[src/include/adc_port_defines.svh]
// Constants of the converter serial host port
//
// Contract
// [RQ1] Four lines: select low, serial in, host serial clock, shared serial out.
// [RQ2] Shared output goes low for ready when a fresh word waits and select is low.
// [RQ3] Ready returns high once a data register read has finished.
// [RQ4] Ready goes high before a new result is written into the data register.
// [RQ5] Host reads as soon as ready falls and finishes before the next result.
// [RQ6] Outside continuous read the data register may be read again until updated.
// [RQ7] In continuous read each result is sent only once.
// [RQ8] Three-wire use with select tied low also works.
// [RQ9] Ready is also visible as a bit of the status register.
// [RQ10] 64 clocks with select low and input high reset port and registers.
// [RQ11] Host waits 500 us after the serial reset before the next transaction.
// [RQ12] A write whose checksum mismatches sets the checksum error flag.
// [RQ13] Host reads a protected register back and checks its checksum.
// [RQ14] Write checksums always use the CRC polynomial x^8 + x^2 + x + 1.
// [RQ15] A mode field turns checksums off, or picks CRC or XOR for reads.
// [RQ16] When enabled an 8-bit checksum ends every read and write.
// [RQ17] Host computes write checksum over command byte then 8 to 24 data bits.
// [RQ18] Read checksum covers command byte then 8 to 32 output bits. The code sends at most 24 output bits.
// [RQ19] Continuous read checksum includes an implied command byte 0x44 first.
// [RQ20] CRC is the remainder of message times x^8 divided by the polynomial.
// [RQ21] XOR checksum combines all message bytes by bitwise exclusive-or.
// [RQ22] The port answers only while its select is low.
// [RQ23] Output returns to ready after a short delay, or at select high if held.
// [RQ24] Checksum error flag stays set until a status register read clears it.
// [RQ25] Bytes and words travel most significant bit first both ways.
`ifndef ADC_PORT_DEFINES_SVH
`define ADC_PORT_DEFINES_SVH

// ****************************************
// Command byte and addresses
// ****************************************
`define CMD_WEN_BIT      7
`define CMD_RD_BIT       6
`define ADDR_STATUS      6'h00
`define ADDR_DATA        6'h04
`define CONT_CMD         8'h44

// ****************************************
// Register widths as last bit index; status bit positions
// ****************************************
`define DATA_LAST        5'h17
`define STAT_LAST        5'h07
`define OTHER_LAST       5'h0F
`define STAT_RDY_BIT     7
`define STAT_CRCERR_BIT  6

// ****************************************
// Checksum
// ****************************************
`define CRC_POLY         8'h07
`define CHK_OFF          2'h0
`define CHK_XOR          2'h1
`define BYTE_LAST        5'h07

// ****************************************
// Serial reset and timing
// ****************************************
`define RST_LAST         7'h3F
`define CLK_MHZ          25
`define HOLD_NS          40

`endif

[src/include/adc_port_pkg.sv]
// Types of the converter serial host port
package adc_port_pkg;

   typedef enum logic [2:0] {
      ST_CMD  = 3'b000,
      ST_WR   = 3'b001,
      ST_WCHK = 3'b010,
      ST_RD   = 3'b011,
      ST_RCHK = 3'b100,
      ST_HOLD = 3'b101
   } port_st_e;

   typedef struct packed {
      logic        cs_m;
      logic        cs_s;
      logic        ck_m;
      logic        ck_s;
      logic        ck_p;
      logic        di_m;
      logic        di_s;
      port_st_e    st;
      logic [4:0]  cnt;
      logic [7:0]  cmd;
      logic [7:0]  acc_c;
      logic [7:0]  acc_x;
      logic [31:0] sh;
      logic [6:0]  rst_cnt;
      logic [3:0]  hold;
      logic        dout;
      logic        fresh;
      logic        upd;
      logic        crc_err;
      logic        wr_stb;
      logic        port_rst;
      logic [5:0]  wr_addr;
      logic [23:0] data;
      logic [23:0] wr_data;
   } port_s;

   localparam port_s PORT_RST = '{cs_m: 1'b1, cs_s: 1'b1, ck_m: 1'b1, ck_s: 1'b1,
                                  ck_p: 1'b1, st: ST_CMD, default: '0};

endpackage : adc_port_pkg

[src/rtl/adc_port.sv]
// Serial host port of a sigma-delta converter with checksum protection
`timescale 1ns/10ps
`include "adc_port_defines.svh"
module adc_port import adc_port_pkg::*; #(
   parameter int BUF_DEPTH = 2
) (
   input  wire logic        ref_clk,
   input  wire logic        nrst,
   input  wire logic        cs_n,
   input  wire logic        sclk,
   input  wire logic        din,
   output logic             dout,
   output logic             dout_oe,
   input  wire logic        word_valid,
   input  wire logic [23:0] word_data,
   output logic             word_ready,
   input  wire logic [1:0]  chk_mode,
   input  wire logic        cont_read,
   input  wire logic        hold_out,
   input  wire logic [15:0] reg_rdata,
   output logic             rdy_n,
   output logic             crc_err,
   output logic             wr_stb,
   output logic [5:0]       wr_addr,
   output logic [23:0]      wr_data,
   output logic             port_rst
);

   // ****************************************
   // Timing
   // ****************************************
   // Output release delay, rounded up to whole cycles, never below one
   localparam int hold_raw = (`HOLD_NS * `CLK_MHZ + 999) / 1000;
   localparam int hold_cyc = (hold_raw < 1) ? 1 : hold_raw;
   localparam int hold_max = hold_cyc + 1;

   if (hold_cyc > 15 || BUF_DEPTH < 2) begin : g_bad
      $error("adc_port: hold count or buffer depth out of range");
   end

   // ****************************************
   // State
   // ****************************************
   port_s       s;
   port_s       n;
   logic        rise;
   logic        fall;
   logic        sel;
   logic        pop;
   logic        buf_valid;
   logic [23:0] buf_data;
   logic        chk_on;
   logic        data_busy;
   logic [7:0]  cmd_nx;
   logic [7:0]  stat_b;
   logic [31:0] rd_word;

   // ****************************************
   // Checksum and register length helpers
   // ****************************************
   // One message bit into the CRC remainder; zero start makes this the
   // remainder of the message shifted left by eight bits
   function automatic logic [7:0] crc_bit(input logic [7:0] c, input logic b);
      crc_bit = {c[6:0], 1'b0} ^ ((c[7] ^ b) ? `CRC_POLY : 8'h00);
   endfunction : crc_bit

   function automatic logic [7:0] crc_byte(input logic [7:0] c, input logic [7:0] v);
      logic [7:0] r;
      r = c;
      for (int i = 7; i >= 0; i--) begin
         r = crc_bit(r, v[i]);
      end
      crc_byte = r;
   endfunction : crc_byte

   function automatic logic [7:0] xor_bit(input logic [7:0] x, input logic b,
                                          input logic [2:0] idx);
      xor_bit = x ^ (b ? (8'h80 >> idx) : 8'h00);
   endfunction : xor_bit

   function automatic logic [4:0] reg_last(input logic [5:0] a);
      if (a == `ADDR_DATA) begin
         reg_last = `DATA_LAST;
      end else if (a == `ADDR_STATUS) begin
         reg_last = `STAT_LAST;
      end else begin
         reg_last = `OTHER_LAST;
      end
   endfunction : reg_last

   // ****************************************
   // Word buffer
   // ****************************************
   // Two words of slack so a result arriving mid-read is kept, not dropped
   pair_buffer #(
      .W     (24),
      .DEPTH (BUF_DEPTH)
   ) u_buf (
      .ref_clk   (ref_clk),
      .nrst      (nrst),
      .in_valid  (word_valid),
      .in_data   (word_data),
      .in_ready  (word_ready),
      .out_valid (buf_valid),
      .out_data  (buf_data),
      .out_ready (pop)
   );

   // ****************************************
   // Decode
   // ****************************************
   assign rise      = s.ck_s & ~s.ck_p;
   assign fall      = ~s.ck_s & s.ck_p;
   assign sel       = ~s.cs_s;
   assign chk_on    = (chk_mode != `CHK_OFF);                                         // [RQ15]
   assign rdy_n     = ~s.fresh | s.upd;                                               // [RQ4]
   assign data_busy = ((s.st == ST_RD) || (s.st == ST_RCHK)) && (s.cmd[5:0] == `ADDR_DATA);
   assign cmd_nx    = {s.cmd[6:0], s.di_s};
   assign stat_b    = ({7'h00, rdy_n} << `STAT_RDY_BIT)                               // [RQ9]
                    | ({7'h00, s.crc_err} << `STAT_CRCERR_BIT);

   always_comb begin
      if (cmd_nx[5:0] == `ADDR_DATA) begin
         // A word loading in this very cycle is the one the host reads
         rd_word = {s.upd ? buf_data : s.data, 8'h00};                                // [RQ6]
      end else if (cmd_nx[5:0] == `ADDR_STATUS) begin
         rd_word = {stat_b, 24'h000000};
      end else begin
         rd_word = {reg_rdata, 16'h0000};
      end
   end

   // ****************************************
   // Next state
   // ****************************************
   always_comb begin
      logic       done_rd;
      logic       done_wr;
      logic       to_cmd;
      logic [7:0] nc;
      logic [7:0] nx;
      done_rd = 1'b0;
      done_wr = 1'b0;
      to_cmd  = 1'b0;
      nc      = 8'h00;
      nx      = 8'h00;
      n       = s;
      pop     = 1'b0;
      n.ck_m  = sclk;                                                                 // [RQ1]
      n.ck_s  = s.ck_m;
      n.ck_p  = s.ck_s;
      n.cs_m  = cs_n;
      n.cs_s  = s.cs_m;
      n.di_m  = din;
      n.di_s  = s.di_m;
      n.wr_stb   = 1'b0;
      n.port_rst = 1'b0;

      // Raise ready for one cycle before the data register changes
      if (s.upd) begin
         n.upd   = 1'b0;
         n.data  = buf_data;
         n.fresh = 1'b1;
         pop     = 1'b1;
      end else if (buf_valid && !data_busy && !(s.st == ST_CMD && (rise || fall))) begin
         // No update on a link edge in command wait: a data read may start there
         n.upd = 1'b1;                                                                // [RQ4]
      end

      if (s.cs_s) begin
         n.rst_cnt = '0;
      end else if (rise) begin
         n.rst_cnt = s.di_s ? s.rst_cnt + 7'h01 : 7'h00;                              // [RQ10]
      end

      case (s.st)
         ST_CMD: begin
            if (rise) begin
               n.cmd   = cmd_nx;                                                      // [RQ25]
               n.acc_c = crc_bit(s.acc_c, s.di_s);
               n.acc_x = xor_bit(s.acc_x, s.di_s, s.cnt[2:0]);
               n.cnt   = s.cnt + 5'h01;
               if (s.cnt == `BYTE_LAST) begin                                         // [RQ8]
                  n.cnt = '0;
                  n.sh  = '0;
                  // An all-ones byte is not a command, so a reset run stays idle
                  if (cmd_nx[`CMD_WEN_BIT]) begin
                     to_cmd = 1'b1;
                  end else if (cmd_nx[`CMD_RD_BIT]) begin
                     n.st = ST_RD;
                     n.sh = rd_word;
                  end else begin
                     n.st = ST_WR;
                  end
               end
            end else if (fall && s.cnt == '0 && cont_read && s.fresh && !s.upd) begin
               n.st    = ST_RD;                                                       // [RQ7]
               n.cmd   = `CONT_CMD;
               n.acc_c = crc_byte(8'h00, `CONT_CMD);                                  // [RQ19]
               n.acc_x = `CONT_CMD;
               n.dout  = s.data[23];
               n.sh    = {s.data[22:0], 9'h000};
            end
         end
         ST_WR: begin
            if (rise) begin
               n.sh    = {s.sh[30:0], s.di_s};
               n.acc_c = crc_bit(s.acc_c, s.di_s);                                    // [RQ14]
               n.cnt   = s.cnt + 5'h01;
               if (s.cnt == reg_last(s.cmd[5:0])) begin
                  n.cnt = '0;
                  if (chk_on) begin
                     n.st    = ST_WCHK;                                               // [RQ16]
                     n.acc_x = '0;
                  end else begin
                     done_wr = 1'b1;
                  end
               end
            end
         end
         ST_WCHK: begin
            if (rise) begin
               n.acc_x = {s.acc_x[6:0], s.di_s};
               n.cnt   = s.cnt + 5'h01;
               if (s.cnt == `BYTE_LAST) begin
                  if ({s.acc_x[6:0], s.di_s} != s.acc_c) begin
                     n.crc_err = 1'b1;                                                // [RQ12]
                     to_cmd    = 1'b1;
                  end else begin
                     done_wr = 1'b1;
                  end
               end
            end
         end
         ST_RD: begin
            if (fall) begin
               n.dout = s.sh[31];                                                     // [RQ25]
               n.sh   = {s.sh[30:0], 1'b0};
            end
            if (rise) begin
               nc      = crc_bit(s.acc_c, s.dout);                                    // [RQ18]
               nx      = xor_bit(s.acc_x, s.dout, s.cnt[2:0]);                        // [RQ21]
               n.acc_c = nc;
               n.acc_x = nx;
               n.cnt   = s.cnt + 5'h01;
               if (s.cnt == reg_last(s.cmd[5:0])) begin
                  n.cnt = '0;
                  if (chk_on) begin
                     n.st = ST_RCHK;                                                  // [RQ16]
                     n.sh = {(chk_mode == `CHK_XOR) ? nx : nc, 24'h000000};           // [RQ20]
                  end else begin
                     done_rd = 1'b1;
                  end
               end
            end
         end
         ST_RCHK: begin
            if (fall) begin
               n.dout = s.sh[31];
               n.sh   = {s.sh[30:0], 1'b0};
            end
            if (rise) begin
               n.cnt = s.cnt + 5'h01;
               if (s.cnt == `BYTE_LAST) begin
                  done_rd = 1'b1;
               end
            end
         end
         ST_HOLD: begin
            if (!hold_out) begin
               if (s.hold <= 4'h1) begin
                  to_cmd = 1'b1;                                                      // [RQ23]
               end else begin
                  n.hold = s.hold - 4'h1;
               end
            end
         end
         default: begin
            to_cmd = 1'b1;
         end
      endcase

      if (done_rd) begin
         n.st   = ST_HOLD;
         n.hold = 4'(hold_cyc);
         if (s.cmd[5:0] == `ADDR_DATA) begin
            n.fresh = 1'b0;                                                           // [RQ3]
         end
         if (s.cmd[5:0] == `ADDR_STATUS) begin
            n.crc_err = 1'b0;                                                         // [RQ24]
         end
      end
      if (done_wr) begin
         to_cmd = 1'b1;
         // Status and data are read-only; their writes are dropped
         if (s.cmd[5:0] != `ADDR_STATUS && s.cmd[5:0] != `ADDR_DATA) begin
            n.wr_stb  = 1'b1;
            n.wr_addr = s.cmd[5:0];
            n.wr_data = n.sh[23:0];
         end
      end
      if (to_cmd || s.cs_s) begin
         n.st    = ST_CMD;                                                            // [RQ22]
         n.cnt   = '0;
         n.acc_c = '0;
         n.acc_x = '0;
      end
      if (sel && rise && s.di_s && s.rst_cnt == `RST_LAST) begin
         n.st       = ST_CMD;                                                         // [RQ10]
         n.cnt      = '0;
         n.acc_c    = '0;
         n.acc_x    = '0;
         n.rst_cnt  = '0;
         n.fresh    = 1'b0;
         n.upd      = 1'b0;
         n.crc_err  = 1'b0;
         n.data     = '0;
         n.wr_stb   = 1'b0;
         n.port_rst = 1'b1;
      end
   end

   always_ff @(posedge ref_clk or negedge nrst) begin
      if (!nrst) begin
         s <= PORT_RST;
      end else begin
         s <= n;
      end
   end

   // ****************************************
   // Outputs
   // ****************************************
   // Combinational mux of flops: a registered pin would eat the half period
   assign dout     = ((s.st == ST_RD) || (s.st == ST_RCHK) || (s.st == ST_HOLD))
                   ? s.dout : rdy_n;                                                  // [RQ2]
   assign dout_oe  = sel;                                                             // [RQ22]
   assign crc_err  = s.crc_err;
   assign wr_stb   = s.wr_stb;
   assign wr_addr  = s.wr_addr;
   assign wr_data  = s.wr_data;
   assign port_rst = s.port_rst;

   // ****************************************
   // Checks
   // ****************************************
   chk_update_order: assert property (@(posedge ref_clk) disable iff (!nrst)  // [RQ4]
      $rose(s.fresh) |-> $past(s.upd) && $past(rdy_n))
      else $error("data register loaded without ready raised first");

   chk_ready_low: assert property (@(posedge ref_clk) disable iff (!nrst)     // [RQ2]
      (s.st == ST_CMD && sel && s.fresh && !s.upd) |-> (!dout && dout_oe))
      else $error("ready not shown low on shared output");

   chk_read_done: assert property (@(posedge ref_clk) disable iff (!nrst)     // [RQ3]
      (data_busy && n.st == ST_HOLD && !s.upd) |=> !s.fresh ##1 rdy_n)
      else $error("ready not released after data read");

   chk_reset_run: assert property (@(posedge ref_clk) disable iff (!nrst)     // [RQ10]
      (sel && rise && s.di_s && s.rst_cnt == `RST_LAST)
      |=> (s.port_rst && s.st == ST_CMD && !s.fresh && !s.crc_err))
      else $error("serial reset run not honoured");

   chk_crc_flag: assert property (@(posedge ref_clk) disable iff (!nrst)      // [RQ12]
      (s.st == ST_WCHK && rise && s.cnt == `BYTE_LAST && !s.cs_s
       && {s.acc_x[6:0], s.di_s} != s.acc_c) |=> (s.crc_err && !s.wr_stb))
      else $error("checksum mismatch not flagged");

   chk_flag_clear: assert property (@(posedge ref_clk) disable iff (!nrst)    // [RQ24]
      $fell(s.crc_err) |-> ($past(s.cmd[5:0]) == `ADDR_STATUS) || s.port_rst)
      else $error("checksum error cleared without status read");

   chk_deselect: assert property (@(posedge ref_clk) disable iff (!nrst)      // [RQ22]
      s.cs_s |-> (!dout_oe ##1 (s.st == ST_CMD)))
      else $error("port active while deselected");

   chk_write_check: assert property (@(posedge ref_clk) disable iff (!nrst)   // [RQ16]
      (s.wr_stb && chk_on) |-> ($past(s.st) == ST_WCHK))
      else $error("protected write committed without checksum");

   chk_hold_release: assert property (@(posedge ref_clk) disable iff (!nrst)  // [RQ23]
      (s.st == ST_HOLD && !hold_out && !s.cs_s) |-> ##[1:hold_max] (s.st != ST_HOLD))
      else $error("output not returned to ready in time");

endmodule : adc_port

[src/rtl/pair_buffer.sv]
// Small word buffer with valid and ready on both sides
`timescale 1ns/10ps
module pair_buffer #(
   parameter int W     = 24,
   parameter int DEPTH = 2
) (
   input  wire logic         ref_clk,
   input  wire logic         nrst,
   input  wire logic         in_valid,
   input  wire logic [W-1:0] in_data,
   output logic              in_ready,
   output logic              out_valid,
   output logic [W-1:0]      out_data,
   input  wire logic         out_ready
);

   localparam int AW = (DEPTH > 1) ? $clog2(DEPTH) : 1;

   if (DEPTH < 2 || W < 1) begin : g_bad
      $error("pair_buffer needs DEPTH of 2 or more");
   end

   typedef struct packed {
      logic [DEPTH-1:0][W-1:0] mem;
      logic [AW-1:0]           wp;
      logic [AW-1:0]           rp;
      logic [AW:0]             cnt;
   } buf_s;

   buf_s s;
   buf_s n;
   logic push;
   logic pull;

   function automatic logic [AW-1:0] wrap(input logic [AW-1:0] p);
      wrap = (p == AW'(DEPTH - 1)) ? '0 : p + AW'(1);
   endfunction : wrap

   assign in_ready  = (s.cnt != (AW+1)'(DEPTH));
   assign out_valid = (s.cnt != '0);
   assign out_data  = s.mem[s.rp];
   assign push      = in_valid & in_ready;
   assign pull      = out_valid & out_ready;

   always_comb begin
      n = s;
      if (push) begin
         n.mem[s.wp] = in_data;
         n.wp        = wrap(s.wp);
      end
      if (pull) begin
         n.rp = wrap(s.rp);
      end
      case ({push, pull})
         2'b10:   n.cnt = s.cnt + (AW+1)'(1);
         2'b01:   n.cnt = s.cnt - (AW+1)'(1);
         default: n.cnt = s.cnt;
      endcase
   end

   always_ff @(posedge ref_clk or negedge nrst) begin
      if (!nrst) begin
         s <= '0;
      end else begin
         s <= n;
      end
   end

endmodule : pair_buffer

[config.mk]
export PLATFORM = sky130hd
export DESIGN_NAME = adc_port
export DESIGN_NICKNAME = d
export VERILOG_FILES = /design/src/include/adc_port_pkg.sv /design/src/rtl/adc_port.sv /design/src/rtl/pair_buffer.sv
export VERILOG_INCLUDE_DIRS = /design/src /design/src/include
export SDC_FILE = /design/constraint.sdc
export NUM_CORES = 1
export LEC_CHECK = 0
export BUFFER_PORTS_ARGS = -buffer_cell sky130_fd_sc_hd__buf_2
export CAP_MARGIN = 10
export CORE_UTILIZATION = 31
export CTS_CLUSTER_DIAMETER = 100
export DETAILED_ROUTE_END_ITERATION = 16
export HOLD_SLACK_MARGIN = 0.05
export PLACE_DENSITY_LB_ADDON = 0.12
export REMOVE_ABC_BUFFERS = 1
export SLEW_MARGIN = 20
export SYNTH_ARGS = -nofsm -noshare
export SYNTH_HDL_FRONTEND = slang
export SYNTH_SLANG_ARGS = --single-unit
[constraint.sdc]
create_clock -name ref_clk -period 2.8 [get_ports ref_clk]
set_clock_uncertainty 0.15 [all_clocks]
set_input_delay 0.14 -clock ref_clk [delete_from_list [all_inputs] [get_ports ref_clk]]
set_output_delay 0.14 -clock ref_clk [all_outputs]
set_load 0.01 [all_outputs]
==> flow_summary.ini, run 1 <==
[outcome]
status = finished clean

[clocking]
clk_latency_ns = 0.45
cts.root.buffer_cell = sky130_fd_sc_hd__clkbuf_16
cts_tree = built
clock-sinks = 193
clkTransAtPathRegs_ns = 0.07
clock_tree.buffer_depth = 2
tritoncts.num_buffers = 17
cts_max_level = 4

[pwr]
powerDensity_nw_per_um2 = 879
switching_component_of_the_power_w = 0.00445
power.static_leakage_nw = 5.58
totalPowerFinal_w = 0.0116
netSwitchingFraction_pct = 38.4
p_int_w = 0.00714
pwr-share-seq_pct = 38.5
clock_power_share_pct = 21.5
p_comb_share_pct = 40.1
ir_worst_vdd_v = 0.000459

[worst_setup_path]
worst-setup-path-type = flip-flop to flip-flop
worst_setup_path_startpoint = s[128]
regToRegSetupSlack_ns = 0.10
regToRegStartpoint = s[128]
r2r-end = s[100]
kind_of_end_point_of_the_critical_path = flip-flop
arrival_ns = 2.86
cp_max_fo = 15
critPathLaunchType = flip-flop
worst_reg2reg_path_depth = 9
cp.required_ns = 2.97
setup.worst_path.end = s[100]

[route]
dr.pass1.iters = 6
wl_per_cell_um = 19.9
vias_per_cell = 5.22
remaining_routing_drc_violations = 0
drt_wl_total_mm = 34.3
vias = 9011
drt_first_iter_violations = 660
final_antenna_net_count = 0

[yosys]
post_synth_simple_gate_area_pct = 15.3
syn_avg_cell_area_um2 = 9.64
multiplexer_share_of_the_synthesized_area_pct = 14.1
synth_seq_cells = 193
synthCells = 1139
yosys.cell_count.top_type = sky130_fd_sc_hd__dfrtp_1
synth_top_area_cell = sky130_fd_sc_hd__dfrtp_1
synth_enable_flop_cells = 0
share_of_synthesized_cell_area_in_full_adder_half_adder_and_majority_cells_pct = 1.37
synth_xor_area_share_pct = 3.19
synth_flop_cell = sky130_fd_sc_hd__dfrtp_1
synth.top_cells.by_count = sky130_fd_sc_hd__dfrtp_1 (188), sky130_fd_sc_hd__nor2_1 (145), sky130_fd_sc_hd__o21ai_0 (88), sky130_fd_sc_hd__mux2_2 (84), sky130_fd_sc_hd__nand2_1 (81)
combinational_family_with_the_most_area_after_synthesis = compound AO/OA/AOI/OAI gates
yosys_warnings = 0
synth.area.top_cells = sky130_fd_sc_hd__dfrtp_1 (43%), sky130_fd_sc_hd__mux2_2 (8.6%), sky130_fd_sc_hd__mux2i_1 (5.4%)
count_of_unique_library_cells_instantiated_by_yosys = 74
synthesis.area_um2 = 11000
synth_top_cell_area_share_pct = 42.8
seq_area_frac_synth_pct = 44.0
synth_compound_area_share_pct = 16.5
async_flop_share_pct = 100

[finish]
diodes = 0
final_core_utilization_pct = 38.0
design.final.nets = 1321
drive_gt1_share_pct = 25.1
instances_no_fill = 1726
area_growth_syn_to_layout_pct = 20.1

[die]
fp.dieH_um = 190
core_area_um2 = 34700
start_util_pct = 31.6
fp-row-count = 68
io-pin-count = 87
die_area_um2 = 36200
chipWidth_um = 190

[global_routing]
antenna_found_initial = 0
global_route_wire_length_before_repair_mm = 53.9
pin_count_of_the_biggest_net_entering_global_routing = 101
residual_overflow_from_global_routing = 0
grt_util_all_layers_pct = 19.4
first_global_vias = 9165

[timing]
max_slew.worst_pin.slew_ns = 0.600
final_max_slew_viol_count = 0
post-route-worst-setup-slack_ns = 0.102
fmaxAchievable_mhz = 371
setup_viol = 0
hold_ws_ns = 0.0579
final_min_period_over_clock_period_pct = 96.4
period_needed_ns = 2.70
max-slew-margin-rel_pct = 60.0
timing.final.hold_violations = 0
grt_setup_unrepaired = yes

[placed_design]
finalWeightedCongestion = 0.876
numPortBuffers = 86
post_dp_hpwl_mm = 24.7
numPlacedInstances = 1658
setup_ws_pre_cts_ns = 0.134

[worst_hold_path]
hold_path.class = primary input to flip-flop

[run]
drv.max_cap_violation_count = 0
[worst min path at each step]
| stage | from | endpoint | slack, ns | cells past startpoint |
|---|---|---|---|---|
| after detailed placement | nrst | s[112] | -0.19 | 1 |
| after floorplan | nrst | cmd_nx[0] | -0.31 | 0 |
| after CTS | hold_out | s[61] | 0.05 | 5 |
| after global placement | nrst | s[112] | -0.19 | 1 |
| after global routing | hold_out | s[61] | 0.1 | 5 |
| final | hold_out | s[61] | 0.06 | 5 |
[cell type report]
class                   instances  area (µm²)
repair buffers                211        1580
clock buffers                  20         447
well taps                     455         569
fillers                      3571       21500
flip-flops and latches        193        4840
multi-input cells             822        5570
clock inverters                11         131
inverters                      14        52.6
[cells by family after synthesis]
group,count (synthesis)
AO/OA/AOI/OAI,270
XOR/XNOR,40
AND/OR/NAND/NOR,356
adder cells (fa/ha/maj),12
buffers and inverters,124
flip-flops,193
multiplexers,144
[critical path, cell delays in order (launching register included)]
cell and delay, ns:
sky130_fd_sc_hd__dfrtp_1 0.44, sky130_fd_sc_hd__inv_1 0.13, sky130_fd_sc_hd__ha_1 0.19, sky130_fd_sc_hd__nand4b_1 0.26
sky130_fd_sc_hd__nor3_4 0.29, sky130_fd_sc_hd__o32ai_1 0.16, sky130_fd_sc_hd__buf_12 0.18, sky130_fd_sc_hd__or2_2 0.33
sky130_fd_sc_hd__a222oi_1 0.29, sky130_fd_sc_hd__o211ai_1 0.14
[metal layers]
metal / global-route usage (%) / routed length, µm / up-vias
met4: 5.42 / 688 / 0
met3: 3.46 / 1100 / 37
li1: - / - / 4330
met1: 26.4 / 16100 / 4465
met5: 0 / 0 / -
met2: 31.6 / 16400 / 179
[flip-flops by register name (all words and copies together) (netlist names)]
signal    cells
port_rst      1
wr_stb        1
wr_data      24
u_buf.s      52
s            96
wr_addr       6
cmd_nx        8
n             4
crc_err       1
[placed cells by master (no fill, tap or decap), drive strengths merged, types with 25 or more instances in the layout]
cell	n
xor2	27
a21oi	46
nor2	145
buf	174
dfrtp	188
mux2	85
nor3	25
nand2	81
dlygate4sd3	36
o21ai	90
mux2i	59
[per-stage QoR]
step,instance area [µm²],setup TNS (ns)
after floorplan,10400,-150.19
after global placement,12200,0
after detailed placement,12200,0
after CTS,13200,0
after global routing,13200,-0.00104
final,13200,0
[power groups by stage]
| stage | registers [W] | logic [W] | clock network [W] |
|---|---|---|---|
| 4_1_cts | 0.00446 | 0.00470 | 0.00257 |
| 3_5_place_dp | 0.00451 | 0.00465 | 0 |
| 5_1_grt | 0.00458 | 0.00516 | 0.00267 |
| 3_3_place_gp | 0.00449 | 0.00462 | 0 |
| 6_report | 0.00446 | 0.00465 | 0.00249 |
| 2_1_floorplan | 0.00441 | 0.00292 | 0 |
[timing repair]
item / 4_1_cts / 5_1_grt
endpoints found under the hold margin: 249 / 0
gates resized for setup: 0 / 3
setup endpoints to repair: 0 / 4
buffers inserted: 0 / 1
hold buffers: 36 / 0
No activity file was read; power rests on OpenSTA's default activity.
==> inputs of run 2 (changes only) <==
- CORE_UTILIZATION: 31 -> 39
- clock period: 2.8 -> 2.9 ns (I/O delays scaled with it)
==> flow_summary.ini, run 2 (synthesis results as in run 1) <==
[outcome]
status = finished clean

[placed_design]
post_dp_hpwl_mm = 22.8
post_dp_cell_area_um2 = 12000
numPlacedInstances = 1568
numPortBuffers = 86
finalWeightedCongestion = 0.893

[finish]
diodes = 0
layout_commonest_cell = sky130_fd_sc_hd__dfrtp_1
area_growth_syn_to_layout_pct = 18.3
registers.top_by_ff_count = s
final_cell_mix = sky130_fd_sc_hd__dfrtp_1 (188), sky130_fd_sc_hd__nor2_1 (144), sky130_fd_sc_hd__o21ai_0 (87)
final_core_utilization_pct = 46.8
design.final.nets = 1308
layout.cell_area.non_filler_um2 = 13000
instances_no_fill = 1635
drive_gt1_share_pct = 24.1
flip_flop_count_of_the_largest_register_all_copies_and_words_added = 96

[run]
drv.max_cap_violation_count = 0

[clocking]
cts.root.buffer_cell = sky130_fd_sc_hd__clkbuf_16
clkTransAtPathRegs_ns = 0.08
cts_tree = built
clock_tree.buffer_depth = 2
tritoncts.num_buffers = 17
clock-sinks = 193
clk_latency_ns = 0.44
cts_max_level = 4

[die]
chipWidth_um = 170
io-pin-count = 87
fp-row-count = 61
core_area_um2 = 27800
fp.dieH_um = 170
die_area_um2 = 28800
start_util_pct = 39.5

[global_routing]
pin_count_of_the_biggest_net_entering_global_routing = 68
first_global_vias = 9023
grt_util_all_layers_pct = 23.5
global_route_wire_length_before_repair_mm = 51.9
antenna_found_initial = 1
residual_overflow_from_global_routing = 0

[route]
drt_first_iter_violations = 757
vias_per_cell = 5.60
wl_per_cell_um = 20.0
drt_wl_total_mm = 32.8
vias = 9153
dr.pass1.iters = 8
final_antenna_net_count = 0
remaining_routing_drc_violations = 0

[worst_setup_path]
cp.required_ns = 3.12
regToRegStartpoint = s[127]
critPathLaunchType = flip-flop
worst-setup-path-type = flip-flop to flip-flop
kind_of_end_point_of_the_critical_path = flip-flop
crit_chain = inv_1 > ha_2 > nand4b_1 > nor3_4 > buf_4 > nor3_1 > or4_1 > a41oi_2 > mux2_2
cp_slowest_cell = sky130_fd_sc_hd__or4_1
critPathMaxStageDelay_ns = 0.52
cp_max_fo = 11
arrival_ns = 2.94
worst_setup_path_startpoint = s[127]

[pwr]
pwr-share-seq_pct = 38.6
netSwitchingFraction_pct = 37.8
p_comb_share_pct = 39.6
switching_component_of_the_power_w = 0.00421
clock_power_share_pct = 21.8
p_int_w = 0.00692
power.static_leakage_nw = 5.52
ir_worst_vdd_v = 0.000490
powerDensity_nw_per_um2 = 856

[timing]
timing.final.hold_violations = 0
final.setup.tns_ns = 0
final_min_period_over_clock_period_pct = 93.7
max_slew.worst_pin.slew_ns = 0.783
hold_ws_ns = 0.109
grt_setup_unrepaired = yes
final_max_slew_viol_count = 0
fmaxAchievable_mhz = 368
period_needed_ns = 2.72
max-slew-margin-rel_pct = 47.7
setup_viol = 0

[worst_hold_path]
hold_path.class = primary input to asynchronous set/reset pin
==> run 2: worst paths after layout <==
path / endpoint / slack (ns) / cells after the start
max in group asynchronous: u_buf.s[23] / 1.53 / 3
worst min-delay path: s[111] / 0.11 / 2
worst max register to register: wr_data[10] / 0.18 / 9
min in group ref_clk: s[92] / 0.11 / 5
worst max-delay path: wr_data[10] / 0.18 / 9
worst min register to register: cmd_nx[0] / 0.20 / 0
==> run 2: layout make-up <==
type | count | area (µm²)
Fill cell | 2704 | 14800
Multi-Input combinational cell | 822 | 5580
Sequential cell | 193 | 4840
Timing Repair Buffer | 198 | 1470
Tap cell | 378 | 473
Clock buffer | 21 | 450
Clock inverter | 9 | 133
Inverter | 14 | 52.6
==> run 2: per-stage QoR <==
stage / power, W / setup WS, ns
finish: 0.0111 / 0.182
global route: 0.0118 / -0.0189
CTS: 0.0112 / 0.0774
detailed placement: 0.00869 / 0.104
global placement: 0.00862 / 0.188
floorplan: 0.00708 / -1.58
==> run 2: what timing repair did <==
action	CTS	global route
hold endpoints to repair	132	0
resized for setup	0	3
hold buffers	36	0
buffers inserted	0	1
setup endpoints to repair	0	20
==> run 2: worst max-delay path, delay by kind of cell, from the launching register on <==
kind | cells | cell delay, ns
AO/OA/AOI/OAI | 1 | 0.20
flip-flops | 1 | 0.42
multiplexers | 1 | 0.17
adder cells (fa/ha/maj) | 1 | 0.27
buffers and inverters | 2 | 0.39
AND/OR/NAND/NOR | 4 | 1.04
==> run 2: power by group through the flow <==
stage	registers, W	clock network, W	logic [W]
after floorplan	0.00426	0	0.00282
after global placement	0.00431	0	0.00431
after detailed placement	0.00433	0	0.00437
after CTS	0.00428	0.00249	0.00442
after global routing	0.00440	0.00258	0.00486
final	0.00430	0.00242	0.00441
==> run 2: metal layers <==
layer	routed length (µm)	GRT usage [%]	part of all wire, %
met1	15300	33.2	47
met2	15100	36.5	46
met3	1760	4.49	5.4
met4	612	6.42	1.9
met5	12	0	0.037
